==> src/rtl/pbh_cfg.svh <==
`ifndef PBH_CFG_SVH
`define PBH_CFG_SVH
// Address and data widths of the external port.
`define PBH_ADDR_W 24
`define PBH_DATA_W 32
// Number of decoded page strobes and the lowest address bit of the page field.
`define PBH_PAGES 4
`define PBH_PAGE_LSB 22
// Reset value of the data keeper.
`define PBH_KEEP_RST 32'h0000_0000
// Access cycles in which the synchronised ready still shows the level from before the strobe.
`define PBH_RDY_SKIP 2
`endif

==> src/rtl/pbh_pkg.sv <==
package pbh_pkg;
    // One request from the core side of the port.
    typedef struct packed {
        logic rd;          // High for a read, low for a write.
        logic [23:0] addr; // Word address.
        logic [31:0] wdata; // Write data.
    } pbh_req_s;
    // Port sequencer states.
    typedef enum logic [1:0] {
        PBH_IDLE,
        PBH_ACCESS,
        PBH_HELD
    } pbh_state_e;
endpackage

==> src/rtl/pbh_sync2.sv <==
`timescale 1ns/1ps
// Two-stage synchroniser; the first stage feeds only the second.
module pbh_sync2 #(
    parameter int W = 1,
    parameter logic [W-1:0] RST_VAL = '1
) (
    input wire logic clk_in, // Clock.
    input wire logic rstn_in, // Asynchronous reset, active low.
    input wire logic [W-1:0] d_in, // Asynchronous inputs.
    output logic [W-1:0] q_out // Synchronised outputs.
);
    logic [W-1:0] meta_q; // First stage, read only by the second.
    // Both stages reset to the idle level so nothing fires at release.
    always_ff @(posedge clk_in or negedge rstn_in) begin
        if (!rstn_in) begin
            meta_q <= RST_VAL;
            q_out <= RST_VAL;
        end else begin
            meta_q <= d_in;
            q_out <= meta_q;
        end
    end
endmodule

==> src/rtl/pbh_port.sv <==
`timescale 1ns/1ps
`include "pbh_cfg.svh"
module pbh_port
    import pbh_pkg::*;
(
    input wire logic clk_in, // Processor clock, 20 MHz.
    input wire logic rstn_in, // Asynchronous reset, active low.
    input wire logic shutdown_float_n_in, // Shutdown pin, active low.
    input wire logic ignore_release_bit_in, // Control bit: ignore hold requests.
    input wire logic req_valid_in, // Core request valid.
    output logic req_ready_out, // Core request accepted this cycle.
    input wire pbh_pkg::pbh_req_s req_in, // Core request contents.
    output logic rsp_valid_out, // One-cycle pulse: access completed.
    output logic [31:0] rsp_rdata_out, // Read data, registered.
    output logic [23:0] ext_addr_bus_out, // Address pins.
    output logic ext_addr_bus_oe_out, // Address drive enable.
    input wire logic [31:0] ext_data_bus_in, // Data pins, sampled.
    output logic [31:0] ext_data_bus_out, // Data drive value.
    output logic ext_data_bus_oe_out, // Data drive enable.
    output logic rd_wr_n_out, // Direction: high read, low write.
    output logic rd_wr_n_oe_out, // Direction drive enable.
    output logic access_strobe_n_out, // Common strobe, active low.
    output logic access_strobe_n_oe_out, // Strobe drive enable.
    output logic [3:0] page_select_n_out, // Page strobes, active low.
    output logic page_select_n_oe_out, // Page strobe drive enable.
    input wire logic ready_n_in, // Ready from addressed device, active low.
    input wire logic hold_req_n_in, // Hold request, active low.
    output logic bus_release_ack_n_out, // Hold acknowledge, active low.
    output logic bus_release_ack_n_oe_out // Hold acknowledge drive enable.
);
    import pbh_pkg::*;

    localparam int AW = `PBH_ADDR_W; // Address width.
    localparam int DW = `PBH_DATA_W; // Data width.
    localparam int NP = `PBH_PAGES; // Page count.

    pbh_state_e state_q; // Sequencer state.
    pbh_req_s cur_q; // Request being served.
    logic [DW-1:0] rdata_q; // Captured read data.
    logic rsp_q; // Completion pulse.
    logic [DW-1:0] keep_q; // Data keeper level.
    logic [NP-1:0] page_q; // Decoded page strobes, active low.
    logic [2:0] pin_s; // Synchronised ready, hold, shutdown.
    logic rdy_s; // Synchronised ready, active low.
    logic hold_s; // Synchronised hold, active low.
    logic shz_s; // Synchronised shutdown, active low.
    logic hold_want; // Hold honoured this cycle.
    logic bus_on; // Bus drivers enabled.
    logic [1:0] lat_q; // Cycles spent in the current access, saturating.
    logic acc_done; // Ready seen once the synchroniser has caught up with the strobe.

    // All three pins come from outside the clock domain, so they pass two flops.
    pbh_sync2 #(.W(3), .RST_VAL(3'h7)) u_sync (
        .clk_in(clk_in),
        .rstn_in(rstn_in),
        .d_in({ready_n_in, hold_req_n_in, shutdown_float_n_in}),
        .q_out(pin_s)
    );
    assign rdy_s = pin_s[2];
    assign hold_s = pin_s[1];
    assign shz_s = pin_s[0];

    // The synchroniser lags the pin by two cycles, so the ready it shows early in an access
    // was sampled before our strobe fell. A low left over from the previous access would
    // otherwise end this one at once; those cycles are skipped. The cost is a floor of three
    // cycles per access, which the synchroniser imposes anyway.
    always_ff @(posedge clk_in or negedge rstn_in) begin
        if (!rstn_in) begin
            lat_q <= 2'h0;
        end else if (state_q != PBH_ACCESS) begin
            lat_q <= 2'h0;
        end else if (lat_q != 2'(`PBH_RDY_SKIP)) begin
            lat_q <= lat_q + 2'h1;
        end
    end
    assign acc_done = (state_q == PBH_ACCESS) && !rdy_s && (lat_q == 2'(`PBH_RDY_SKIP));

    // The ignore bit overrides a low hold request.
    assign hold_want = !hold_s && !ignore_release_bit_in;

    // A new request is only taken when idle and no hold is pending.
    assign req_ready_out = (state_q == PBH_IDLE) && !hold_want && shz_s;

    // Sequencer: idle, one access until ready, or held.
    always_ff @(posedge clk_in or negedge rstn_in) begin
        if (!rstn_in) begin
            state_q <= PBH_IDLE;
        end else begin
            unique case (state_q)
                PBH_IDLE: begin
                    if (hold_want) begin
                        state_q <= PBH_HELD;
                    end else if (req_valid_in && shz_s) begin
                        state_q <= PBH_ACCESS;
                    end
                end
                PBH_ACCESS: begin
                    // Hold never cuts a transfer short; ready ends it first.
                    if (acc_done) begin
                        state_q <= PBH_IDLE;
                    end
                end
                PBH_HELD: begin
                    if (!hold_want) begin
                        state_q <= PBH_IDLE;
                    end
                end
            endcase
        end
    end

    // Latch the request and decode its page when it is taken.
    always_ff @(posedge clk_in or negedge rstn_in) begin
        if (!rstn_in) begin
            cur_q <= '0;
            page_q <= '1;
        end else if (req_ready_out && req_valid_in) begin
            cur_q <= req_in;
            for (int i = 0; i < NP; i++) begin
                page_q[i] <= !(req_in.addr[AW-1:`PBH_PAGE_LSB] == 2'(i));
            end
        end else if (acc_done) begin
            page_q <= '1;
        end
    end

    // Capture read data and pulse completion when ready is seen.
    always_ff @(posedge clk_in or negedge rstn_in) begin
        if (!rstn_in) begin
            rdata_q <= '0;
            rsp_q <= 1'b0;
        end else begin
            rsp_q <= acc_done;
            if (acc_done && cur_q.rd) begin
                rdata_q <= ext_data_bus_in;
            end
        end
    end

    // Keeper follows the bus only during our own accesses: our write data, or the device's data on a read.
    always_ff @(posedge clk_in or negedge rstn_in) begin
        if (!rstn_in) begin
            keep_q <= `PBH_KEEP_RST;
        end else if (ext_data_bus_oe_out) begin
            keep_q <= cur_q.wdata;
        end else if (state_q == PBH_ACCESS && cur_q.rd) begin
            keep_q <= ext_data_bus_in;
        end
    end

    // Bus drivers are on outside hold and shutdown; reset also gates off every enable but the strobe's and the acknowledge's.
    assign bus_on = (state_q != PBH_HELD) && shz_s;
    assign ext_addr_bus_out = cur_q.addr;
    assign ext_addr_bus_oe_out = bus_on && rstn_in;
    assign rd_wr_n_out = (state_q == PBH_ACCESS) ? cur_q.rd : 1'b1;
    assign rd_wr_n_oe_out = bus_on && rstn_in;
    assign access_strobe_n_out = !(state_q == PBH_ACCESS);
    // The strobe stays driven through reset, which keeps it inactive there.
    assign access_strobe_n_oe_out = bus_on;
    assign page_select_n_out = page_q;
    assign page_select_n_oe_out = bus_on && rstn_in;
    // During write access the data is driven; otherwise the keeper value waits.
    assign ext_data_bus_out = (state_q == PBH_ACCESS && !cur_q.rd) ? cur_q.wdata : keep_q;
    assign ext_data_bus_oe_out = bus_on && rstn_in && state_q == PBH_ACCESS && !cur_q.rd;
    // Acknowledge tracks the held state, entered only from idle with drivers off.
    assign bus_release_ack_n_out = !(state_q == PBH_HELD);
    assign bus_release_ack_n_oe_out = shz_s;
    assign rsp_valid_out = rsp_q;
    assign rsp_rdata_out = rdata_q;
endmodule

==> config.mk <==
export PLATFORM = sky130hd
export DESIGN_NAME = pbh_port
export DESIGN_NICKNAME = d
export VERILOG_FILES = /design/src/rtl/pbh_pkg.sv /design/src/rtl/pbh_sync2.sv /design/src/rtl/pbh_port.sv
export VERILOG_INCLUDE_DIRS = /design/src /design/src/rtl
export SDC_FILE = /design/constraint.sdc
export NUM_CORES = 1
export LEC_CHECK = 0
export BUFFER_PORTS_ARGS = -buffer_cell sky130_fd_sc_hd__buf_4
export CAP_MARGIN = 40
export CORE_MARGIN = 5
export CORE_UTILIZATION = 51
export CTS_BUF_LIST = sky130_fd_sc_hd__clkbuf_8 sky130_fd_sc_hd__clkbuf_16
export DETAILED_ROUTE_END_ITERATION = 16
export GPL_TIMING_DRIVEN = 0
export MAX_ROUTING_LAYER = met4
export PLACE_DENSITY_LB_ADDON = 0.08
export SLEW_MARGIN = 30
export SYNTH_ARGS = -nofsm -noshare
export SYNTH_HDL_FRONTEND = slang
export SYNTH_SLANG_ARGS = --single-unit
==> constraint.sdc <==
create_clock -name clk_in -period 2.15 [get_ports clk_in]
set_input_delay 0 -clock clk_in [delete_from_list [all_inputs] [get_ports clk_in]]
set_output_delay 0 -clock clk_in [all_outputs]
set_load 0.01 [all_outputs]
Yosys cells after proc, flatten, opt, wreduce, memory -nomap -nowiden --
Index checks and enable logic that the tools add are counted.
Operators by class: equality and inequality tests 12, $add $sub $neg 1, reduce and logical (&&, ||, !) cells 31, muxes and demuxes 13
Operator list (count):
- $mux W32 | 3
- $logic_and A1 B1 Y1 | 14
- $mux W2 | 6
- $logic_not A1 Y1 | 11
- $eq A2 B2 Y1 const B | 4
- $mux W4 | 2
- $ne A2 B2 Y1 const B | 4
- $pmux W2 S3 | 1
- $reduce_bool A2 Y1 | 3
- $eq A2 B1 Y1 const B | 2
- $logic_not A2 Y1 | 2
- $ne A3 B2 Y1 const B | 1
- $reduce_and A3 Y1 | 1
- $add A2 B1 Y2 const B | 1
- $ne A2 B1 Y1 const B | 1
- $mux W1 | 1
Storage, ports and cells: bits in registers 136, logic and storage cells 68, output and inout port bits 103, input bits 96

Logic depth before layout (Yosys ltp) --
word-level depth 7, mapped depth 9

By module --
Synthesis repeated with hierarchy kept, for this count alone.
Second synthesis, totals: cell total of the unflattened synthesis 460, area total of the unflattened synthesis 6179.7 µm²
Modules (own cells, without submodules):
- pbh_port | times used 1, area each 6022.0 µm², cells an instance 454
- pbh_sync2 | times used 1, area each 157.7 µm², cells an instance 6

Least setup slack after synthesis --
No wires, ideal clock.
path kind reg-to-reg, start point reg state_q[0], end point reg keep_q[11], arrival 1.470 ns, data required time 2.031 ns, path buffers 2, cell stages (with the launch flop) 9, setup time 0.119 ns, slack 0.561 ns, period minus slack after synthesis 1.589 ns, path through dfrtp_1 -> inv_1 -> ha_1 -> and3b_1 -> buf_6 -> o21a_4 -> buf_2 -> nor2_1 -> nor2_1
On the way: longest elaborated chain between the ends 6, elaborated cells on any way between the ends 9, classes of those cells 2 x eq/ne; 1 x mux; 6 x reduce/logical
RTL lines:
- start, declared | RTL line pbh_port.sv:37 | pbh_state_e state_q;
- start signal, assigned | RTL line pbh_port.sv:87 | state_q <= PBH_IDLE;
- start signal, assigned | RTL line pbh_port.sv:92 | state_q <= PBH_HELD;
- start signal, assigned | RTL line pbh_port.sv:94 | state_q <= PBH_ACCESS;
- $ne A2 B2 Y1 (*) | RTL line pbh_port.sv:152 | assign bus_on = (state_q != PBH_HELD) && shz_s;
- $logic_and A1 B1 Y1 (*) | RTL line pbh_port.sv:152
- $logic_and A1 B1 Y1 (*)
- net ext_addr_bus_oe_out | RTL line pbh_port.sv:16 | output logic ext_addr_bus_oe_out,
- $logic_and A1 B1 Y1 (*) (2 in a row) | RTL line pbh_port.sv:164 | assign ext_data_bus_oe_out = bus_on && rstn_in && state_q == PBH_ACCESS && !cur_q.rd;
- $mux W32 or $reduce_bool A2 Y1 (tied branches)
- end signal, assigned | RTL line pbh_port.sv:143 | keep_q <= `PBH_KEEP_RST;
- end signal, assigned | RTL line pbh_port.sv:145 | keep_q <= cur_q.wdata;
- end signal, assigned | RTL line pbh_port.sv:147 | keep_q <= ext_data_bus_in;
- end, declared | RTL line pbh_port.sv:41 | logic [DW-1:0] keep_q;
The timed path passes the listed nets; every way through them passes the cells marked *. A chain may end at the register's enable or synchronous reset.

Worst setup path after layout --
start point reg state_q[0], end point out ext_data_bus_oe_out
On the way: longest elaborated chain between the ends 5, elaborated cells on any way between the ends 6, classes of those cells 2 x eq/ne; 4 x reduce/logical
RTL lines:
- $ne A2 B2 Y1 | RTL line pbh_port.sv:152
- $logic_and A1 B1 Y1 | RTL line pbh_port.sv:152
- $logic_and A1 B1 Y1 | RTL line pbh_port.sv:164
- $logic_and A1 B1 Y1 (*) (2 in a row) | RTL line pbh_port.sv:164
- end, declared | RTL line pbh_port.sv:19 | output logic ext_data_bus_oe_out,
Every way passes the cells marked *; elsewhere a longest branch is shown, timed or not.

==> impl_metrics.csv <==
group,metric,value,unit
sta,finalSetupViolCount,0,
detailed_routing,avgRoutedWirePerCell,17.75,um
critical_path,crit_arrival,2060,ps
synth,async_reset_ff_share,100.0,%
critical_path,rr_worst_depth,7,
detailed_routing,drtPass1Iterations,4,
clocking,cts_sinks,136,
pwr,p_leak,4.718,nW
clocking,clk_latency,420,ps
sta,holdWs,106.8,ps
sta,clock.fmax,0.4858,GHz
sta,slew_viol_final,0,
sta,worstMarginPinSlew,532.4,ps
sta,min_period,2058,ps
finish,antenna_cells,0,
finish,nets,937,
critical_path,rr_endpoint,"cur_q[19]$_DFFE_PN0P_",
detailed_routing,vias,5080,
sta,hold_viol,0,
sta,rsz0062_at_grt,"no",
pwr,finalPower,13.70,mW
global_routing,grt_max_degree,76,
detailed_routing,vias_per_cell,5.100,
synth,synth_edf_count,0,
finish,nFillCells,691,
detailed_routing,ant_nets,0,
place,place_hpwl,11.43,mm
flow_run,cap_violations,0,
detailed_routing,drc,0,
place,pre_cts_slack,308.2,ps
finish,fin_cells,996,
floorplan,die_area,0.01428,sq mm
worst_hold_path,hp-class,"in -> async",
pwr,peakVddDrop,0.0007882,V
synth,ys_warn_count,0,
detailed_routing,drtIter0Drc,337,
sta,worst_slack,91.58,ps
finish,fin_area,0.009410,sq mm
finish,layout_common_cells,"buf_4, nand2_1, dfrtp_1, dlygate4sd3_1, mux2_2",
finish,layout-drive-gt1-share,45.94,%
floorplan,die_x,119.5,um
floorplan,num_rows,40,
finish,layout_commonest_cell,"buf_4",
clocking,cts_made_buffers,17,
place,placed_cells,871,
critical_path,r2r_slack,270,ps
floorplan,start_util,51.56,%
synth,synth.avg_cell_area,11.65,sq um
floorplan,die_h,119.5,um
global_routing,antenna_found_initial,0,
outcome,outcome,"complete, no violations",
clocking,cts_tree,"done",
clocking,clkSlewWorstSetupHoldPaths,50,ps
finish,seqCellArea,0.003416,sq mm
critical_path,crit_path_max_fanout,10,
synth,synth_cell_types,34,
sta,slew_headroom,64.50,%
sta,clock_skew,5.317,ps
clocking,cts.path.max_buffers,2,
synth,syn_nets,625,
synth,syn_area,0.006116,sq mm
pwr,powerDensity,1456,mW/mm^2
global_routing,track_usage,25.91,%
global_routing,grt_first_pass_wirelength,28.19,mm
synth,synth_flop_cell,"dfrtp_1",
place,gp_congestion,0.8181,
critical_path,timing.rr.start,"state_q[0]$_DFFE_PN0P_",
synth,synth_seq_cells,136,
place,place_area,0.007821,sq mm
global_routing,grt_overflow,0,
place,io_buffers,198,
detailed_routing,wirelength,17.68,mm
sta,finalSetupTns,0,ps
critical_path,crit_required,2150,ps
synth,yosysSeqAreaShare,55.85,%
clocking,root_buffer,"clkbuf_16",
finish,multi_input_area,0.002277,sq mm
finish,syn2layout_area_growth,53.87,%
floorplan,core-area,0.01186,sq mm
clocking,htreeDepth,4,
clocking,post-cts-setup-buffer-count,0,
synth,postSynthCellCount,525,
finish,final_core_utilization,79.34,%
critical_path,critPathLaunchType,"register",
global_routing,grt_pass1_vias,5557,
floorplan,io_pins,199,
critical_path,path_class,"reg -> out",
critical_path,cp-end-kind,"output pin",
sta,finalCritPeriodShare,95.74,%
[cell usage after synthesis, types with 4 or more instances]
master / n / area (sq um)
buf_2: 15 / 75.07
o22ai_1: 15 / 93.84
nor2_1: 41 / 153.9
buf_6: 10 / 112.6
a21oi_1: 7 / 35.03
buf_4: 28 / 210.2
nand2_1: 132 / 495.5
ha_1: 4 / 50.05
mux2_2: 59 / 664.4
dfstp_2: 10 / 262.8
mux2_4: 30 / 450.4
inv_1: 6 / 22.52
dfrtp_1: 126 / 3153
a32oi_1: 17 / 148.9
[power by group]
part	internal, mW	total [mW]	switching (mW)
logic	3.30	6.11	2.81
registers	3.82	4.58	0.759
clock network	1.96	3.02	1.06
total	9.08	13.7	4.62
[layer usage]
layer	up-vias	GRT usage (%)	wire, um
met1	2489	29.56	7036
li1	2372	-	-
met2	188	44.46	9193
met4	0	10.31	350
met3	31	5.891	1100
met5	-	-	0
[final cells by class]
type,count,share of cell area [%]
Buffer,55,4.414
Clock buffer,22,5.252
Clock inverter,9,1.290
Inverter,8,0.3723
Multi-Input combinational cell,326,24.20
Sequential cell,136,36.30
Tap cell,147,1.955
Timing Repair Buffer,293,26.22
[worst max path at each step]
stage,to,cells after the start,slack (ps),startpoint
3_5_place_dp,keep_q[12]$_DFFE_PN0P_,7,310,state_q[1]$_DFFE_PN0P_
6_report,ext_data_bus_oe_out,8,90,state_q[0]$_DFFE_PN0P_
3_3_place_gp,keep_q[14]$_DFFE_PN0P_,7,-330,rstn_in
4_1_cts,ext_data_bus_out[7],9,50,state_q[1]$_DFFE_PN0P_
2_1_floorplan,keep_q[11]$_DFFE_PN0P_,8,560,state_q[0]$_DFFE_PN0P_
5_1_grt,ext_data_bus_oe_out,8,10,state_q[0]$_DFFE_PN0P_
[kinds of logic (layout without fill, tap and decap cells)]
group                    after synthesis  in the layout  synth area share, %
buffers and inverters                 63            387                7.160
XOR/XNOR                               1              1               0.1432
AO/OA/AOI/OAI                         47             47                5.728
AND/OR/NAND/NOR                      185            185                12.07
adder cells (fa/ha/maj)                4              4               0.8184
multiplexers                          89             89                18.23
flip-flops                           136            136                55.85
[worst max-delay path, cell delays in order, from the launching register on]
cell and delay (ps):
dfrtp_1 400, inv_1 100, ha_2 230, and3b_1 240, buf_6 150, nand2_4 100, inv_6 120, buf_6 160
buf_4 130
[registers in the layout (all words and copies together), names as in the netlist]
signal	cells
u_sync.q_out	3
page_select_n_out	4
ext_addr_bus_out	24
cur_q	33
rsp_valid_out	1
lat_q	2
u_sync.meta_q	3
keep_q	32
state_q	2
rsp_rdata_out	32
[timing repair]
| action | in CTS | in global routing |
|---|---|---|
| gates resized for setup | 2 | 8 |
| setup endpoints to repair | 24 | 31 |
| hold endpoints to repair | 202 | 0 |
| hold buffers | 94 | 0 |
Note: power is estimated with default switching activity, not from simulation.
